$ cat src/core/epwrs_defs.vh
// Constants shared by the serial EEPROM slave front end
`ifndef EPWRS_DEFS_VH
`define EPWRS_DEFS_VH

// Control byte layout and device-type code (code value is arbitrary)
`define EPWRS_DEV_CODE      4'h6 // Arbitrary device-type code value
`define EPWRS_CODE_MSB      7
`define EPWRS_CODE_LSB      4
`define EPWRS_CHIP_MSB      3
`define EPWRS_CHIP_LSB      1
`define EPWRS_RW_BIT        0

// Page buffer and array geometry
`define EPWRS_PAGE_BYTES    2
`define EPWRS_ADDR_W        8
`define EPWRS_DATA_W        8
`define EPWRS_ARRAY_WORDS   256

// Bit counter marks inside one nine-clock frame
`define EPWRS_BIT_LAST      4'h8
`define EPWRS_BIT_MACK      4'h9

// Program time per byte and clock rate
`define EPWRS_PROG_MS       1
`define EPWRS_CLK_KHZ       50000
// One program slot in reference clock cycles, sized for the 16-bit timer
`define EPWRS_PROG_CYC      16'hC350

// Reset values
`define EPWRS_PTR_RST       8'h00

`endif

$ cat src/core/epwrs_fifo.v
// Two-entry valid/ready buffer holding page-write bytes with their addresses
`default_nettype none

module epwrs_fifo #(
  parameter WIDTH = 16,
  parameter DEPTH = 2,
  parameter AW    = 1
) (
  input  wire             ref_clk_i,
  input  wire             srst_i,
  input  wire             clk_en_i,
  input  wire             flush_i,
  input  wire             in_valid_i,
  output wire             in_ready_o,
  input  wire [WIDTH-1:0] in_data_i,
  output wire             out_valid_o,
  input  wire             out_ready_i,
  output wire [WIDTH-1:0] out_data_o
);

  reg [WIDTH-1:0] mem_q [0:DEPTH-1];
  reg [AW-1:0]    wr_ptr_q;
  reg [AW-1:0]    rd_ptr_q;
  reg [AW:0]      count_q;
  wire            push;
  wire            pop;

  // ----------------------------------------------------------------
  // Handshake
  // ----------------------------------------------------------------
  // Full and empty come straight from the occupancy count
  assign in_ready_o  = (count_q != DEPTH[AW:0]);
  assign out_valid_o = (count_q != {(AW+1){1'b0}});
  assign out_data_o  = mem_q[rd_ptr_q];
  assign push        = in_valid_i & in_ready_o;
  assign pop         = out_valid_o & out_ready_i;

  // ----------------------------------------------------------------
  // Storage and pointers
  // ----------------------------------------------------------------
  // Flush drops everything; used when a write is aborted
  always @(posedge ref_clk_i) begin
    if (srst_i) begin
      wr_ptr_q <= {AW{1'b0}};
      rd_ptr_q <= {AW{1'b0}};
      count_q  <= {(AW+1){1'b0}};
    end else if (clk_en_i) begin
      if (flush_i) begin
        wr_ptr_q <= {AW{1'b0}};
        rd_ptr_q <= {AW{1'b0}};
        count_q  <= {(AW+1){1'b0}};
      end else begin
        if (push) begin
          mem_q[wr_ptr_q] <= in_data_i;
          wr_ptr_q        <= wr_ptr_q + 1'b1;
        end
        if (pop) begin
          rd_ptr_q <= rd_ptr_q + 1'b1;
        end
        if (push & ~pop) begin
          count_q <= count_q + 1'b1;
        end else if (pop & ~push) begin
          count_q <= count_q - 1'b1;
        end
      end
    end
  end

endmodule // epwrs_fifo

`default_nettype wire

$ cat src/core/epwrs_slave.v
// Two-wire serial EEPROM slave: page write, program timer and reads
`include "epwrs_defs.vh"
`default_nettype none

module epwrs_slave #(
  parameter [15:0] PROG_CYCLES = `EPWRS_PROG_CYC
) (
  input  wire       ref_clk_i,
  input  wire       srst_i,
  input  wire       clk_en_i,
  input  wire       scl_i,
  input  wire       sda_i,
  output reg        sda_o,
  output reg        sda_oe_o,
  input  wire       chip_strap_bit0,
  input  wire       chip_strap_bit1,
  input  wire       chip_strap_bit2,
  output wire       prog_busy_o,
  output reg        wr_strobe_o,
  output reg  [7:0] wr_addr_o,
  output reg  [7:0] wr_data_o
);

  localparam [2:0] ST_IDLE = 3'h0;
  localparam [2:0] ST_CTRL = 3'h1;
  localparam [2:0] ST_WADR = 3'h2;
  localparam [2:0] ST_WDAT = 3'h3;
  localparam [2:0] ST_RD   = 3'h4;

  reg [7:0]  array_q [0:`EPWRS_ARRAY_WORDS-1];
  reg [2:0]  state_q;
  reg [3:0]  cnt_q;
  reg [7:0]  sr_q;
  reg [7:0]  tx_q;
  reg [7:0]  ptr_q;
  reg        scl_q;
  reg        sda_q;
  reg        ack_q;
  reg        rw_q;
  reg        mack_q;
  reg        prog_run_q;
  reg [15:0] tmr_q;
  reg        push;
  reg        flush;
  wire       start;
  wire       stop;
  wire       rise;
  wire       fall;
  wire       match;
  wire       fifo_ready;
  wire       fifo_valid;
  wire       fifo_pop;
  wire [15:0] fifo_data;
  wire [7:0] rd_byte;
  wire       prog_go;

  // ----------------------------------------------------------------
  // Bus condition detection
  // ----------------------------------------------------------------
  // SCL is sampled like data; the block never drives it
  assign rise  = scl_i & ~scl_q;
  assign fall  = ~scl_i & scl_q;
  // SDA edges while SCL stays high are conditions, never data
  assign start = scl_i & scl_q & sda_q & ~sda_i;
  assign stop  = scl_i & scl_q & ~sda_q & sda_i;

  // Address compare with the straps, blocked while programming
  assign match = (sr_q[`EPWRS_CODE_MSB:`EPWRS_CODE_LSB] == `EPWRS_DEV_CODE) &
                 (sr_q[`EPWRS_CHIP_MSB:`EPWRS_CHIP_LSB] ==
                  {chip_strap_bit2, chip_strap_bit1, chip_strap_bit0}) &
                 ~prog_run_q;

  assign rd_byte     = array_q[ptr_q];
  assign prog_busy_o = prog_run_q;
  // Programming only follows a STOP that closes a write with bytes held
  assign prog_go     = stop & (state_q == ST_WDAT) & fifo_valid & ~prog_run_q;

  // ----------------------------------------------------------------
  // Serial protocol engine
  // ----------------------------------------------------------------
  // SDA is only pulled low on SCL falling edges; START and STOP just
  // release it, so data never moves under a high clock
  always @(posedge ref_clk_i) begin
    if (srst_i) begin
      state_q  <= ST_IDLE;
      cnt_q    <= 4'h0;
      sr_q     <= 8'h00;
      tx_q     <= 8'h00;
      ptr_q    <= `EPWRS_PTR_RST;
      scl_q    <= 1'b1;
      sda_q    <= 1'b1;
      ack_q    <= 1'b0;
      rw_q     <= 1'b0;
      mack_q   <= 1'b0;
      sda_o    <= 1'b0;
      sda_oe_o <= 1'b0;
    end else if (clk_en_i) begin
      scl_q <= scl_i;
      sda_q <= sda_i;
      if (start) begin
        state_q  <= ST_CTRL;
        cnt_q    <= 4'h0;
        ack_q    <= 1'b0;
        sda_oe_o <= 1'b0;
      end else if (stop) begin
        state_q  <= ST_IDLE;
        cnt_q    <= 4'h0;
        ack_q    <= 1'b0;
        sda_oe_o <= 1'b0;
      end else begin
        case (state_q)
          ST_CTRL, ST_WADR, ST_WDAT: begin
            if (rise && cnt_q != `EPWRS_BIT_LAST) begin
              sr_q  <= {sr_q[6:0], sda_i};
              cnt_q <= cnt_q + 4'h1;
            end else if (fall && ack_q) begin
              // End of the ninth clock: release and move on
              ack_q    <= 1'b0;
              cnt_q    <= 4'h0;
              sda_oe_o <= 1'b0;
              if (state_q == ST_CTRL && rw_q) begin
                state_q  <= ST_RD;
                tx_q     <= rd_byte;
                sda_oe_o <= ~rd_byte[7];
                ptr_q    <= ptr_q + 8'h01;
              end else if (state_q == ST_CTRL) begin
                state_q <= ST_WADR;
              end else begin
                state_q <= ST_WDAT;
              end
            end else if (fall && cnt_q == `EPWRS_BIT_LAST) begin
              if (state_q == ST_CTRL && !match) begin
                state_q <= ST_IDLE;
              end else if (state_q == ST_WDAT && !fifo_ready) begin
                state_q <= ST_IDLE;
              end else begin
                // Pull SDA low for the ninth clock
                ack_q    <= 1'b1;
                sda_oe_o <= 1'b1;
                if (state_q == ST_CTRL) begin
                  rw_q <= sr_q[`EPWRS_RW_BIT];
                end
                if (state_q == ST_WADR) begin
                  ptr_q <= sr_q;
                end
                if (state_q == ST_WDAT) begin
                  ptr_q <= ptr_q + 8'h01;
                end
              end
            end
          end
          ST_RD: begin
            if (rise) begin
              cnt_q <= cnt_q + 4'h1;
              if (cnt_q == `EPWRS_BIT_LAST) begin
                mack_q <= ~sda_i;
              end
            end else if (fall) begin
              if (cnt_q < `EPWRS_BIT_LAST) begin
                tx_q     <= {tx_q[6:0], 1'b0};
                sda_oe_o <= ~tx_q[6];
              end else if (cnt_q == `EPWRS_BIT_LAST) begin
                sda_oe_o <= 1'b0; // Master owns the ack clock
              end else if (mack_q) begin
                cnt_q    <= 4'h0;
                tx_q     <= rd_byte;
                sda_oe_o <= ~rd_byte[7];
                ptr_q    <= ptr_q + 8'h01;
              end else begin
                state_q  <= ST_IDLE;
                sda_oe_o <= 1'b0;
              end
            end
          end
          default: begin
            state_q  <= ST_IDLE;
            sda_oe_o <= 1'b0;
          end
        endcase
      end
    end
  end

  // ----------------------------------------------------------------
  // Page buffer control
  // ----------------------------------------------------------------
  // A byte is queued when it is acked; a third byte finds the buffer
  // full and the whole write is dropped before anything is programmed.
  // A START that cuts a write short also discards its bytes, but never
  // while programming, when the buffer is being drained.
  always @* begin
    push  = 1'b0;
    flush = 1'b0;
    if (!start && !stop && state_q == ST_WDAT && fall && !ack_q &&
        cnt_q == `EPWRS_BIT_LAST) begin
      push  = fifo_ready;
      flush = ~fifo_ready;
    end
    if (start && !prog_run_q && fifo_valid) begin
      flush = 1'b1;
    end
  end

  epwrs_fifo #(
    .WIDTH (16),
    .DEPTH (`EPWRS_PAGE_BYTES),
    .AW    (1)
  ) u_page_buf (
    .ref_clk_i   (ref_clk_i),
    .srst_i      (srst_i),
    .clk_en_i    (clk_en_i),
    .flush_i     (flush),
    .in_valid_i  (push),
    .in_ready_o  (fifo_ready),
    .in_data_i   ({ptr_q, sr_q}),
    .out_valid_o (fifo_valid),
    .out_ready_i (fifo_pop),
    .out_data_o  (fifo_data)
  );

  // ----------------------------------------------------------------
  // Self-timed program cycle
  // ----------------------------------------------------------------
  // One byte is taken per time slot, so N bytes take N slots; the
  // buffer stalls until the running slot has expired
  assign fifo_pop = prog_run_q & (tmr_q == 16'h0000) & fifo_valid;

  always @(posedge ref_clk_i) begin
    if (srst_i) begin
      prog_run_q  <= 1'b0;
      tmr_q       <= 16'h0000;
      wr_strobe_o <= 1'b0;
      wr_addr_o   <= 8'h00;
      wr_data_o   <= 8'h00;
    end else if (clk_en_i) begin
      wr_strobe_o <= 1'b0;
      if (prog_go) begin
        prog_run_q <= 1'b1;
        tmr_q      <= 16'h0000;
      end else if (prog_run_q) begin
        if (tmr_q != 16'h0000) begin
          tmr_q <= tmr_q - 16'h0001;
        end else if (fifo_valid) begin
          array_q[fifo_data[15:8]] <= fifo_data[7:0];
          wr_strobe_o <= 1'b1;
          wr_addr_o   <= fifo_data[15:8];
          wr_data_o   <= fifo_data[7:0];
          tmr_q       <= PROG_CYCLES - 16'h0001;
        end else begin
          prog_run_q <= 1'b0;
        end
      end
    end
  end

endmodule // epwrs_slave

`default_nettype wire

$ cat config.mk
export PLATFORM = sky130hd
export DESIGN_NAME = epwrs_slave
export DESIGN_NICKNAME = d
export VERILOG_FILES = /design/src/core/epwrs_fifo.v /design/src/core/epwrs_slave.v
export VERILOG_INCLUDE_DIRS = /design/src /design/src/core
export SDC_FILE = /design/constraint.sdc
export NUM_CORES = 2
export LEC_CHECK = 0
export BUFFER_PORTS_ARGS = -buffer_cell sky130_fd_sc_hd__buf_4
export CORE_MARGIN = 1
export CORE_UTILIZATION = 60
export CTS_CLUSTER_DIAMETER = 150
export CTS_CLUSTER_SIZE = 24
export DETAILED_ROUTE_END_ITERATION = 10
export GPL_TIMING_DRIVEN = 0
export PLACE_DENSITY = 0.77
export SLEW_MARGIN = 20
export SYNTH_ARGS = -nofsm -noshare
export SYNTH_HDL_FRONTEND = slang
export SYNTH_HIERARCHICAL = 1
export SYNTH_SLANG_ARGS = --single-unit
$ cat constraint.sdc
create_clock -name ref_clk_i -period 5.47 [get_ports ref_clk_i]
set_input_delay 0.547 -clock ref_clk_i [delete_from_list [all_inputs] [get_ports ref_clk_i]]
set_output_delay 0.547 -clock ref_clk_i [all_outputs]
set_load 0.05 [all_outputs]
==> reports/qor.txt <==
core area: 138000 sq um
P_leak: 26.5 nW
initial antenna violation count: 15
Total GRT Usage: 37.4%
Routed Wire Length: 263 mm
Crit. End Element: flop
Initial DRC Count: 9826
Root Buffer: clkbuf_16
RSZ-0062 raised after global routing: false
Die Y: 376 microns
Final Cell Area: 90300 sq um
Clock Sinks: 2163
CP arrival: 6320 ps
Via density: 7.49
Final period util: 102%
most frequent cells after synthesis: 2080 x edfxtp_1, 489 x mux4_2, 333 x nor2_1
Seq cells post-synth: 2163
clk buf depth: 3
Unique masters post-synth: 79
post-layout worst setup margin: -98.2 ps
number of buffers created by CTS: 100
Starting Density: 60.8%
number of global-route vias before repair: 44313
failing checks: negative setup slack
DR WL/cell: 42.0 microns
first-pass GRT wire length: 355 mm
run status: complete, but fails checks
minimum clock period: 5570 ps
Synth Area per Inst: 20.0 sq um
Cells after DPL: 6114
Boundary Pins: 28
Setup WS pre-CTS: 434 ps
clk slew on worst S/H paths: 110 ps
number of setup violations in the final report: 1
Slew @ Worst Pin: 1400 ps
slowest CP cell: nor2_1
via count: 46905
Max Clock Freq: 180 MHz
Fill cells: 8847
Hold Slack: 126 ps
Hold Crit Class: in2reg
Max Slew Vio Count: 0
Die X: 376 microns
PD cells: 293 nW/um^2
Synth warnings: 6
Mapped Area: 84100 sq um
post-DP HPWL: 177 mm
Die ar.: 142000 sq um
DRC violations left: 0
layout cells sized above 1: 19.4%
crit path cell chain: buf_2 > buf_2 > nor2_1 > clkbuf_2 > clkbuf_1 > a22oi_1 > a21oi_1 > nor4_1 > o22ai_1 > o311a_1
CP Buf/Inv Count: 4
Peak VDD IR: 254 uV
Routed Antenna Nets: 0
area delta synth->final: 7.40%
largest net degree at the start of global routing: 140
drt pass-1 iters: 9
Yosys top cell area share: 74.3%
Worst Path Required: 6220 ps
area leader, netlist: edfxtp_1
crit path launch type: flop
ys flop type: edfxtp_1
Setup TNS: -98.2 ps
CTS tree: built
MaxCap Viol Count: 0
Top cell by count, worst path: buf_2
worst skew pair latency: 810 ps
Max transition margin: 6.60%
CP max stage delay: 1000 ps
fin cells: 6262
synthesized instance count: 4199
row cnt: 136
CP Max Fanout: 10
Post-synth ARST share: 0%
CP delay by family, top: buffers and inverters
top cells by area, synth: edfxtp_1 74%, mux4_2 13%, dfxtp_1 2.0%
final hold vios: 0
Synthesized Nets: 4215
FF-to-FF setup slack: -100 ps
CTS H-tree depth: 3
placed inst area: 87500 sq um
grt ovf: 0
Worst Clk Skew: 46.9 ps
quantity of I/O buffers inserted on ports: 24
sequential area share after synthesis: 76.3%
routability cong.: 1.08
Setup CP Type: reg2reg
Post-synth EDFFs: 2080
most common cell in the netlist: edfxtp_1
Post-CTS Repair Setup Buffers: 0
Final #Nets: 4370
==> layout make-up <==
class / count / area (sq um) / share of cell area [%]
clock inverter: 8 / 129 / 0.143
sequential: 2163 / 64100 / 71.0
clock buffer: 128 / 2610 / 2.89
buffer: 250 / 1140 / 1.26
tap: 1863 / 2330 / 2.58
timing repair buffer: 53 / 875 / 0.969
antenna: 11 / 27.5 / 0.0305
inverter: 17 / 63.8 / 0.0707
multi-input combinational: 1769 / 19000 / 21.0
==> worst register-to-register path, delay by kind of cell, from the launching register on <==
family / cells / cell delay, ps
buffers and inverters: 4 / 2190
AOI/OAI and AO/OA: 4 / 1910
and+or+nand+nor: 2 / 1130
DFF: 1 / 310
==> where the power goes <==
| part | switching, mW | internal (mW) |
|---|---|---|
| sequential | 0.00314 | 17.8 |
| combinational | 0.106 | 0.0356 |
| clock | 5.05 | 3.40 |
| total | 5.16 | 21.3 |
==> what timing repair did <==
action / CTS / global route
hold buffers: 1 / 0
endpoints found under the hold margin: 1 / 0
resized for setup: 0 / 0
==> through the flow <==
stage	power, mW	util [%]
4_1_cts	26.3	65.3
3_3_place_gp	18.4	62.7
2_1_floorplan	18.3	-
5_1_grt	26.8	65.3
3_5_place_dp	18.4	63.3
6_report	26.4	65.3
==> metal layers <==
layer | vias up | wire (microns) | GRT usage [%]
met4 | 12 | 20100 | 22.0
met3 | 955 | 45000 | 16.7
met5 | - | 288 | 0
li1 | 17514 | - | -
met2 | 4475 | 112000 | 53.4
met1 | 23949 | 84800 | 47.7
==> registers in the layout (all words and copies together) (netlist names), 3 cells and up, named ones only <==
name	flops
tmr_q	16
u_page_buf/mem_q	32
sr_q	8
wr_addr_o	8
array_q	2048
wr_data_o	8
tx_q	7
state_q	3
cnt_q	4
ptr_q	8
==> cells by family (layout without fill, tap and decap cells) <==
| family | count (synthesis) | after routing | share of synthesized area [%] |
|---|---|---|---|
| flip-flops | 2163 | 2163 | 76.3 |
| AND/OR/NAND/NOR | 680 | 680 | 3.71 |
| multiplexers | 619 | 619 | 14.7 |
| AO/OA/AOI/OAI | 446 | 446 | 3.74 |
| buffers and inverters | 267 | 456 | 1.32 |
| XOR/XNOR | 15 | 15 | 0.156 |
| adder cells (fa/ha/maj) | 8 | 8 | 0.119 |
| other | 1 | 12 | 0.00446 |
==> final timing paths <==
kind | startpoint | endpoint | depth (start not counted)
setup reg to reg | flop | tx_q[3]$_SDFFE_PP0P_ | 10
hold reg to reg | wr_data_o[3]$_SDFFE_PP0P_ | wr_data_o[3]$_SDFFE_PP0P_ | 2
hold / removal | clk_en_i | u_page_buf/count_q[0]$_SDFFE_PP0P_ | 2
setup / recovery | flop | tx_q[3]$_SDFFE_PP0P_ | 10
==> cell usage in the layout, fill, tap and decap left out, types with 14 or more instances in the layout <==
cell	synthesis	final
mux2i_1	107	107
dfxtp_1	83	83
mux2_2	23	15
nor4_1	16	16
a22o_1	29	29
buf_2	74	85
a211oi_1	19	19
nor3_1	28	26
clkbuf_2	0	66
nand3_1	42	42
inv_1	16	16
buf_16	0	21
o22ai_1	34	34
nand2_1	143	143
nor2_1	333	332
a221oi_1	34	34
clkbuf_1	147	111
a21oi_1	94	94
edfxtp_1	2080	2080
clkbuf_16	0	100
mux4_2	489	489
o21ai_0	29	29
buf_1	27	14
buf_4	1	27
a22oi_1	126	126
nor2b_1	23	23
No activity file was read; power rests on OpenSTA's default activity.
